**config.mk**
```make
export PLATFORM = sky130hd
export DESIGN_NAME = cis_counter_irq_status_clear
export DESIGN_NICKNAME = d
export VERILOG_FILES = /design/src/rtl/cis_pkg.sv /design/src/rtl/cis_counter_irq_status_clear.sv
export SDC_FILE = /design/constraint.sdc
export NUM_CORES = 1
export LEC_CHECK = 0
export BUFFER_PORTS_ARGS = -buffer_cell sky130_fd_sc_hd__buf_2
export CORE_ASPECT_RATIO = 1.25
export CORE_MARGIN = 1.5
export CORE_UTILIZATION = 41
export CTS_BUF_LIST = sky130_fd_sc_hd__clkbuf_8 sky130_fd_sc_hd__clkbuf_16
export DETAILED_ROUTE_END_ITERATION = 16
export PLACE_DENSITY = 0.83
export SLEW_MARGIN = 15
export SYNTH_ARGS = -nofsm -noshare
export SYNTH_HDL_FRONTEND = slang
export SYNTH_SLANG_ARGS = --single-unit
```
**constraint.sdc**
```tcl
create_clock -name mclk -period 1 [get_ports mclk]
set_input_delay 0.15 -clock mclk [delete_from_list [all_inputs] [get_ports mclk]]
set_output_delay 0.15 -clock mclk [all_outputs]
set_load 0.005 [all_outputs]
```
**src/rtl/cis_pkg.sv**
```systemverilog
// Package for the counter interrupt status and acknowledge block.
// Assumes a 16-bit host I/O port with byte and word accesses.
package cis_pkg;

    ////////////////////////////////////////////////////////////////////////
    // Register offsets inside the board's I/O window
    localparam logic [3:0] CIS_OFS_STATUS_LO = 4'h6; // Status two / clear
    localparam logic [3:0] CIS_OFS_STATUS_HI = 4'h7; // Upper byte alias

    // Channel count and byte geometry
    localparam int CIS_NUM_CH    = 2;
    localparam int CIS_BYTE_W    = 8;
    localparam int CIS_WORD_W    = 16;

    ////////////////////////////////////////////////////////////////////////
    // Status two field positions inside one channel byte
    localparam int CIS_ST_OVERFLOW   = 0;
    localparam int CIS_ST_SIG_ONE    = 1;
    localparam int CIS_ST_SIG_THREE  = 2;
    localparam int CIS_ST_COMPARE    = 3;
    localparam int CIS_ST_GATE       = 4;

    // Clear register field positions inside one channel byte
    localparam int CIS_ACK_ZERO_MARK = 0;
    localparam int CIS_ACK_SIG_ZERO  = 1;
    localparam int CIS_ACK_SIG_TWO   = 2;
    localparam int CIS_ACK_SIG_ONE   = 3;
    localparam int CIS_ACK_SIG_THREE = 4;
    localparam int CIS_ACK_OVERFLOW  = 5;
    localparam int CIS_ACK_COMPARE   = 6;

    // Reset values
    localparam logic [15:0] CIS_RDATA_RST = 16'h0000;
    localparam logic [7:0]  CIS_BYTE_ZERO = 8'h00;

    ////////////////////////////////////////////////////////////////////////
    // Events arriving from one counting channel (one-cycle pulses)
    typedef struct packed {
        logic zeroMark;     // Zero-mark pulse seen
        logic sigZero;      // Special signal zero fired
        logic sigTwo;       // Special signal two fired
        logic sigOne;       // Special signal one fired
        logic sigThree;     // Special signal three fired
        logic overflow;     // Counter overflowed
        logic compareEqual; // Counter equals compare value
    } cis_event_s;

    // Interrupt enables of one channel, held in control registers outside
    typedef struct packed {
        logic zeroMark;
        logic sigZero;
        logic sigTwo;
        logic sigOne;
        logic sigThree;
        logic overflow;
        logic compare;
    } cis_enable_s;

    // Latched state of one channel
    typedef struct packed {
        logic zeroMark;     // Zero-mark latch
        logic sigZero;      // Signal zero status in status register 0
        logic alarm;        // Alarm status in status register 0
        logic sigOne;       // Signal one flag in status two
        logic sigThree;     // Signal three flag in status two
        logic ovLatch;      // Overflow latch in status two
        logic ovRequest;    // Pending overflow interrupt request
        logic compare;      // Compare-match flag in status two
    } cis_chan_s;

    localparam cis_chan_s CIS_CHAN_RST = '0;

endpackage

```
**src/rtl/cis_counter_irq_status_clear.sv**
```systemverilog
// Interrupt status and acknowledge logic for a two-channel counter board.
// Assumes synchronous event pulses from the counting channels and a host
// I/O port whose strobes last one mclk cycle per access.
//
// What this block does
// - Status bit 8 latches channel 1 overflow until reset-alarm command.
// - Status bit 9 latches channel 1 signal one requests, ignoring enable.
// - Status bit 10 latches ch 1 signal three requests, ignoring enable.
// - Status bit 11 latches channel 1 compare match until acknowledged.
// - Status bit 12 shows channel 1 gate open state live.
// - Clear writes act on each bit written one; zeros ignored.
// - Clear bit 0 drops channel 0 zero-mark request and latch.
// - Clear bit 1 drops channel 0 signal zero request and status.
// - Clear bit 2 drops channel 0 signal two request and alarm.
// - Clear bit 3 drops channel 0 signal one request and flag.
// - Clear bit 4 drops channel 0 signal three request and flag.
// - Clear bit 5 drops channel 0 overflow interrupt request.
// - Clear bit 6 drops channel 0 compare request and flag.
// - Clear bit 8 drops channel 1 zero-mark request and latch.
// - Clear bit 9 drops channel 1 signal zero request and status.
// - Clear bit 10 drops channel 1 signal two request and alarm.
// - Clear bit 11 drops channel 1 signal one request and flag.
// - Clear bit 12 drops channel 1 signal three request and flag.
// - Clear bit 13 drops channel 1 overflow interrupt request.
// - Clear bit 14 drops channel 1 compare request and flag.
// - Status two accepts word reads and single byte reads.
// - Low status byte mirrors channel 0 fields in same order.
module cis_counter_irq_status_clear
    import cis_pkg::*;
#(
    parameter int ADDR_W = 4
) (
    // Clock and reset
    input  wire logic                  mclk,
    input  wire logic                  resetn,
    // Host I/O port
    input  wire logic [ADDR_W-1:0]     ioAddr,
    input  wire logic                  ioRead,
    input  wire logic                  ioWrite,
    input  wire logic                  ioWord,
    input  wire logic [15:0]           ioWdata,
    output logic      [15:0]           ioRdata,
    output logic                       ioRdValid,
    // Channel events, enables and levels
    input  wire cis_event_s            chEvent     [CIS_NUM_CH],
    input  wire cis_enable_s           chEnable    [CIS_NUM_CH],
    input  wire logic [CIS_NUM_CH-1:0] gateOpen,
    input  wire logic [CIS_NUM_CH-1:0] countRead,
    input  wire logic                  resetAlarmCmd,
    // Latched state seen by the other status registers
    output cis_chan_s                  chState     [CIS_NUM_CH],
    // Interrupt request lines
    output logic                       irqZeroMark,
    output logic                       irqSpecialSignals,
    output logic                       irqCh0Group,
    output logic                       irqCh1Group,
    output logic                       irqCh0Compare,
    output logic                       irqCh1Compare
);

    ////////////////////////////////////////////////////////////////////////
    // Elaboration checks
    if (ADDR_W < 3) begin : gAddrCheck
        $error("ADDR_W too small to reach the status offsets");
    end
    // The status layout packs exactly one byte per channel
    if (CIS_NUM_CH != 2) begin : gChCheck
        $error("Block serves exactly two channels");
    end

    ////////////////////////////////////////////////////////////////////////
    // Address decode helpers

    // Offset match, shared by the read and write paths
    // Only the low address bits are compared; the board base decode
    // sits in the host interface outside this block
    function automatic logic hitsOffset(input logic [ADDR_W-1:0] a,
                                        input logic [3:0]        ofs);
        hitsOffset = (a == ADDR_W'(ofs));
    endfunction

    // True when the access touches the given byte lane of the register
    function automatic logic laneHit(input logic [ADDR_W-1:0] a,
                                     input logic              word,
                                     input int                lane);
        logic lo;
        logic hi;
        lo = hitsOffset(a, CIS_OFS_STATUS_LO);
        hi = hitsOffset(a, CIS_OFS_STATUS_HI);
        if (word) begin
            laneHit = lo;
        end else begin
            laneHit = (lane == 0) ? lo : hi;
        end
    endfunction

    ////////////////////////////////////////////////////////////////////////
    // Clear strobes per channel byte
    logic [CIS_BYTE_W-1:0] ackByte [CIS_NUM_CH];

    // Writes never store anything; they only fire one-cycle clears
    // A word write at the high offset matches no lane and is dropped
    always_comb begin
        for (int c = 0; c < CIS_NUM_CH; c++) begin
            ackByte[c] = CIS_BYTE_ZERO;
            if (ioWrite && laneHit(ioAddr, ioWord, c)) begin
                if (ioWord) begin
                    ackByte[c] = ioWdata[c*CIS_BYTE_W +: CIS_BYTE_W];
                end else begin
                    // Byte writes carry data on the low lane
                    ackByte[c] = ioWdata[CIS_BYTE_W-1:0];
                end
            end
        end
    end

    ////////////////////////////////////////////////////////////////////////
    // Per-channel latches; an event in the clear cycle wins over the clear
    // Hazard: a pulse landing with its own clear would otherwise be lost
    cis_chan_s chan      [CIS_NUM_CH];
    cis_chan_s next_chan [CIS_NUM_CH];

    for (genvar c = 0; c < CIS_NUM_CH; c++) begin : gChan
        always_comb begin
            next_chan[c] = chan[c];
            // Only bits written as one act; bit 7 has no meaning
            // Zero-mark: ack bit or a counting register read
            if (ackByte[c][CIS_ACK_ZERO_MARK] || countRead[c]) begin
                next_chan[c].zeroMark = 1'b0;
            end
            if (ackByte[c][CIS_ACK_SIG_ZERO]) begin
                next_chan[c].sigZero = 1'b0;
            end
            if (ackByte[c][CIS_ACK_SIG_TWO]) begin
                next_chan[c].alarm = 1'b0;
            end
            if (ackByte[c][CIS_ACK_SIG_ONE]) begin
                next_chan[c].sigOne = 1'b0;
            end
            if (ackByte[c][CIS_ACK_SIG_THREE]) begin
                next_chan[c].sigThree = 1'b0;
            end
            if (ackByte[c][CIS_ACK_OVERFLOW]) begin
                next_chan[c].ovRequest = 1'b0;
            end
            // Overflow latch outlives the request: only reset-alarm clears
            if (resetAlarmCmd) begin
                next_chan[c].ovLatch = 1'b0;
            end
            if (ackByte[c][CIS_ACK_COMPARE]) begin
                next_chan[c].compare = 1'b0;
            end
            // Set terms last so they win; enables do not gate the flags
            if (chEvent[c].zeroMark) begin
                next_chan[c].zeroMark = 1'b1;
            end
            if (chEvent[c].sigZero) begin
                next_chan[c].sigZero = 1'b1;
            end
            if (chEvent[c].sigTwo) begin
                next_chan[c].alarm = 1'b1;
            end
            if (chEvent[c].sigOne) begin
                next_chan[c].sigOne = 1'b1;
            end
            if (chEvent[c].sigThree) begin
                next_chan[c].sigThree = 1'b1;
            end
            if (chEvent[c].overflow) begin
                next_chan[c].ovLatch   = 1'b1;
                next_chan[c].ovRequest = 1'b1;
            end
            if (chEvent[c].compareEqual) begin
                next_chan[c].compare = 1'b1;
            end
        end

        // Plain register stage; all decisions sit in the process above
        always_ff @(posedge mclk or negedge resetn) begin
            if (!resetn) begin
                chan[c] <= CIS_CHAN_RST;
            end else begin
                chan[c] <= next_chan[c];
            end
        end

        assign chState[c] = chan[c];
    end

    ////////////////////////////////////////////////////////////////////////
    // Status two byte of one channel, same layout for both halves
    // Bits above the gate always read as zero
    function automatic logic [CIS_BYTE_W-1:0] statusByte(
        input cis_chan_s s,
        input logic      gate
    );
        statusByte                   = CIS_BYTE_ZERO;
        statusByte[CIS_ST_OVERFLOW]  = s.ovLatch;
        statusByte[CIS_ST_SIG_ONE]   = s.sigOne;
        statusByte[CIS_ST_SIG_THREE] = s.sigThree;
        statusByte[CIS_ST_COMPARE]   = s.compare;
        statusByte[CIS_ST_GATE]      = gate;
    endfunction

    // Read data, captured on the read strobe
    // Trade-off: registered data costs one cycle but keeps outputs clean
    logic [15:0] next_ioRdata;
    logic        next_ioRdValid;
    logic [15:0] statusWord;

    // Gate state is sampled at the read itself, never latched
    always_comb begin
        statusWord = {statusByte(chan[1], gateOpen[1]),
                      statusByte(chan[0], gateOpen[0])};
        next_ioRdata   = CIS_RDATA_RST;
        next_ioRdValid = 1'b0;
        if (ioRead) begin
            if (ioWord && hitsOffset(ioAddr, CIS_OFS_STATUS_LO)) begin
                next_ioRdata   = statusWord;
                next_ioRdValid = 1'b1;
            end else if (!ioWord &&
                         hitsOffset(ioAddr, CIS_OFS_STATUS_LO)) begin
                next_ioRdata   = {CIS_BYTE_ZERO,
                                  statusWord[CIS_BYTE_W-1:0]};
                next_ioRdValid = 1'b1;
            end else if (!ioWord &&
                         hitsOffset(ioAddr, CIS_OFS_STATUS_HI)) begin
                // Upper half delivered on the low lane, 8-bit style
                next_ioRdata   = {CIS_BYTE_ZERO,
                                  statusWord[CIS_WORD_W-1:CIS_BYTE_W]};
                next_ioRdValid = 1'b1;
            end
        end
    end

    always_ff @(posedge mclk or negedge resetn) begin
        if (!resetn) begin
            ioRdata   <= CIS_RDATA_RST;
            ioRdValid <= 1'b0;
        end else begin
            ioRdata   <= next_ioRdata;
            ioRdValid <= next_ioRdValid;
        end
    end

    ////////////////////////////////////////////////////////////////////////
    // Interrupt lines: pending state gated by the outside enables
    // Limitation: a flag latched while its enable is off raises its
    // line as soon as software turns the enable on
    logic next_irqZeroMark;
    logic next_irqSpecial;
    logic next_irqCh0Group;
    logic next_irqCh1Group;
    logic next_irqCh0Compare;
    logic next_irqCh1Compare;

    // Group lines for one channel: signal one, signal three, overflow
    // Overflow uses the request, not the latch, so its ack drops the line
    function automatic logic groupReq(input cis_chan_s   s,
                                      input cis_enable_s e);
        groupReq = (s.sigOne   & e.sigOne)   |
                   (s.sigThree & e.sigThree) |
                   (s.ovRequest & e.overflow);
    endfunction

    // Registered so every line comes straight from a flip-flop
    always_comb begin
        next_irqZeroMark = 1'b0;
        next_irqSpecial  = 1'b0;
        for (int c = 0; c < CIS_NUM_CH; c++) begin
            next_irqZeroMark = next_irqZeroMark |
                               (chan[c].zeroMark & chEnable[c].zeroMark);
            next_irqSpecial  = next_irqSpecial |
                               (chan[c].sigZero & chEnable[c].sigZero) |
                               (chan[c].alarm   & chEnable[c].sigTwo);
        end
        next_irqCh0Group   = groupReq(chan[0], chEnable[0]);
        next_irqCh1Group   = groupReq(chan[1], chEnable[1]);
        next_irqCh0Compare = chan[0].compare & chEnable[0].compare;
        next_irqCh1Compare = chan[1].compare & chEnable[1].compare;
    end

    always_ff @(posedge mclk or negedge resetn) begin
        if (!resetn) begin
            irqZeroMark       <= 1'b0;
            irqSpecialSignals <= 1'b0;
            irqCh0Group       <= 1'b0;
            irqCh1Group       <= 1'b0;
            irqCh0Compare     <= 1'b0;
            irqCh1Compare     <= 1'b0;
        end else begin
            irqZeroMark       <= next_irqZeroMark;
            irqSpecialSignals <= next_irqSpecial;
            irqCh0Group       <= next_irqCh0Group;
            irqCh1Group       <= next_irqCh1Group;
            irqCh0Compare     <= next_irqCh0Compare;
            irqCh1Compare     <= next_irqCh1Compare;
        end
    end

endmodule

```
==> metrics <==
max reg flops 16; setup slack, reg-to-reg -0.01 ns; CTS tree yes; setup violators final 3; max cap viols 0; core area roughly 3300 um^2; Peak Freq 951.5 MHz; commonest non-fill, non-tap cell in the layout buf_2; final WL 3870 um; final net count 295; Num CTS Buffers 5; H-tree depth 2; Initial Util 0.4356; initial antenna violation count 0; CP required roughly 0.85 ns; Post-DP Area 1962 um^2; Synth Warn # 0; Mapped Area 1416 um^2; P_sw around 0.00065 W; CP endpoint chState[12]; 1st-iter DRT viols 31; WS Path Type reg2out; failing checks negative setup slack; outcome complete, but fails checks; sw frac 0.2301; syn avg cell area 11.42 um^2; clock transition at the registers of the reported paths 0.06 ns; Hold Vio Cnt, Final 0; CP endpoint kind output pin; FF-to-FF End irqCh1Group; Mapped Cells 124; DRC viols 0; Clock Power Share 0.385; gpl congestion 0.7476; final worst path period share 1.051; utilization after layout 0.6645; grt ovf 0; most frequent cells in the layout buf_2 (86), dfrtp_1 (33), nor2_1 (19), buf_4 (17), mux2i_1 (12); synthesized-area fraction occupied by adder cells 0; clk sinks 33; simple-gate area share of the yosys netlist 0.1466; gr usage total 0.2037; overall die area 3818 um^2; post-route cell area 2161 um^2; cell area power density 1317 nW/um^2; vias in the first global route between 1,000 and 1,500; Setup crit start chState[12]; fin. max-slew vios 0; Critical Path Start Type register; xor/xnor share of the synthesized area 0.006184; vias 1,338; RSZ-0062 raised after global routing true; Leakage around 1.1 nW; Port Buffers 88; antenna viol nets, final 0; combinational power share 0.126; clock skew about 0.0023 ns; # rows 23; peak supply drop slightly below 0.001 V; first-pass GRT wire length approximately 5800 um; Hold Path Class in2reg; Routed WL per cell 14.07 um; Pre-antenna DRT Iters 4; Die H 68.72 um; largest net degree at the start of global routing 34; mux contribution to synthesized area 0.08481; post-synthesis sequential area ratio 0.5830; ant diodes 0; worst-case clock buffer depth 2; Critical R2R Launch chState[4]; main combinational cell family by area after synthesis simple AND/OR/NAND/NOR gates; Pint 0.002192 W; Clock Tree Root clkbuf_8; Worst Path Arrival 0.90 ns; worst-path fanout max 2; Layout area overhead 52.56%; via density per instance 4.865; Yosys cell types 21; I/O Pins a little under 100; worst skew pair latency 0.28 ns; Worst Reg-to-Reg Cells 3; share of layout cells above drive strength 1 0.5042; worst setup margin -0.05101 ns; power share of the sequential group 0.489; Compound-Gate Fraction of Synth Area 0.1078; fin crit period 1.051 ns; flops & latches, synth 33; Final HPWL DP 2825 um; Die X 55.57 um
cells in the mapped netlist, drive strengths merged:
cell    instances  area [um^2]
a22o            1        8.760
dfrtp          33        825.8
a21o            8        60.06
xnor2           1        8.760
and3b           1        8.760
nand4b          1        8.760
a22oi           2        15.01
mux2i          12        120.1
a222oi          2        20.02
and4b           1        11.26
and2            7        43.79
conb            1        3.750
buf             9        75.07
nor2           19        71.32
a31o            1        8.760
a21oi           8        40.04
inv             6        22.52
nand2           2        7.510
and4bb          1        16.27
nand3           8        40.04
metal layers:
layer	vias to the layer above	routed length (um)	track usage
li1	637	-	-
met1	620	1546	0.2299
met2	73	1929	0.3482
met3	8	336	0.06903
met4	0	58	0.1037
met5	-	0	0
power by group through the flow:
| stage | registers [W] | logic (W) | clock network [W] |
|---|---|---|---|
| CTS | 0.00139 | 0.000351 | 0.00110 |
| global route | 0.00139 | 0.000397 | 0.00118 |
| detailed placement | 0.00142 | 0.000340 | 0 |
| floorplan | 0.00142 | 0.000125 | 0 |
| global placement | 0.00142 | 0.000333 | 0 |
| finish | 0.00139 | 0.000359 | 0.00110 |
stage by stage:
| step | setup TNS (ns) | std cells | power (W) | setup slack, ns | hold slack, ns |
|---|---|---|---|---|---|
| after global routing | -0.3521 | 275 | 0.002966 | -0.08845 | 0.03572 |
| final | -0.1033 | 275 | 0.002846 | -0.05101 | 0.04000 |
| after detailed placement | -1.425 | 257 | 0.001756 | -0.1555 | 0.1185 |
| after floorplan | 0 | 129 | 0.001546 | 0.03229 | -0.1456 |
| after global placement | -1.119 | 257 | 0.001748 | -0.1175 | 0.1182 |
| after CTS | -0.1142 | 271 | 0.002843 | -0.05853 | 0.03751 |
worst min-delay path by stage:
stage | cells past startpoint | from | to
3_5_place_dp | 2 | resetn | irqCh1Compare
2_1_floorplan | 0 | resetn | chState[0]
4_1_cts | 2 | chEvent[7] | chState[8]
3_3_place_gp | 2 | resetn | irqCh1Compare
5_1_grt | 2 | chEvent[7] | chState[8]
6_report | 2 | chEvent[7] | chState[8]
final cells by class:
type / count / area, um^2
tap: 37 / 46.29
clock buffer: 7 / 96.34
sequential: 33 / 825.8
inverter: 6 / 22.52
fill: 272 / 1091
multi-input combinational: 81 / 511.7
clock inverter: 1 / 5.005
timing repair buffer: 110 / 653.1
worst max-delay path, cell delays in order (launching register included):
cell     delay, ns
dfrtp_1       0.39
buf_6         0.13
buf_6         0.10
repair_timing:
item / 4_1_cts / 5_1_grt
endpoints found under the hold margin: 33 / 0
hold buffers: 1 / 0
resized for setup: 4 / 0
buffers inserted: 5 / 4
pin swaps: 0 / 1
endpoints found under the setup margin: 3 / 10
cells by family (layout without fill, tap and decap cells):
kind of cell | count (synthesis) | in the layout
AND/OR/NAND/NOR | 40 | 40
flip-flops | 33 | 33
AO/OA/AOI/OAI | 22 | 22
buffers and inverters | 15 | 124
multiplexers | 12 | 12
other | 1 | 6
XOR/XNOR | 1 | 1
Note: power is estimated with default switching activity, not from simulation.
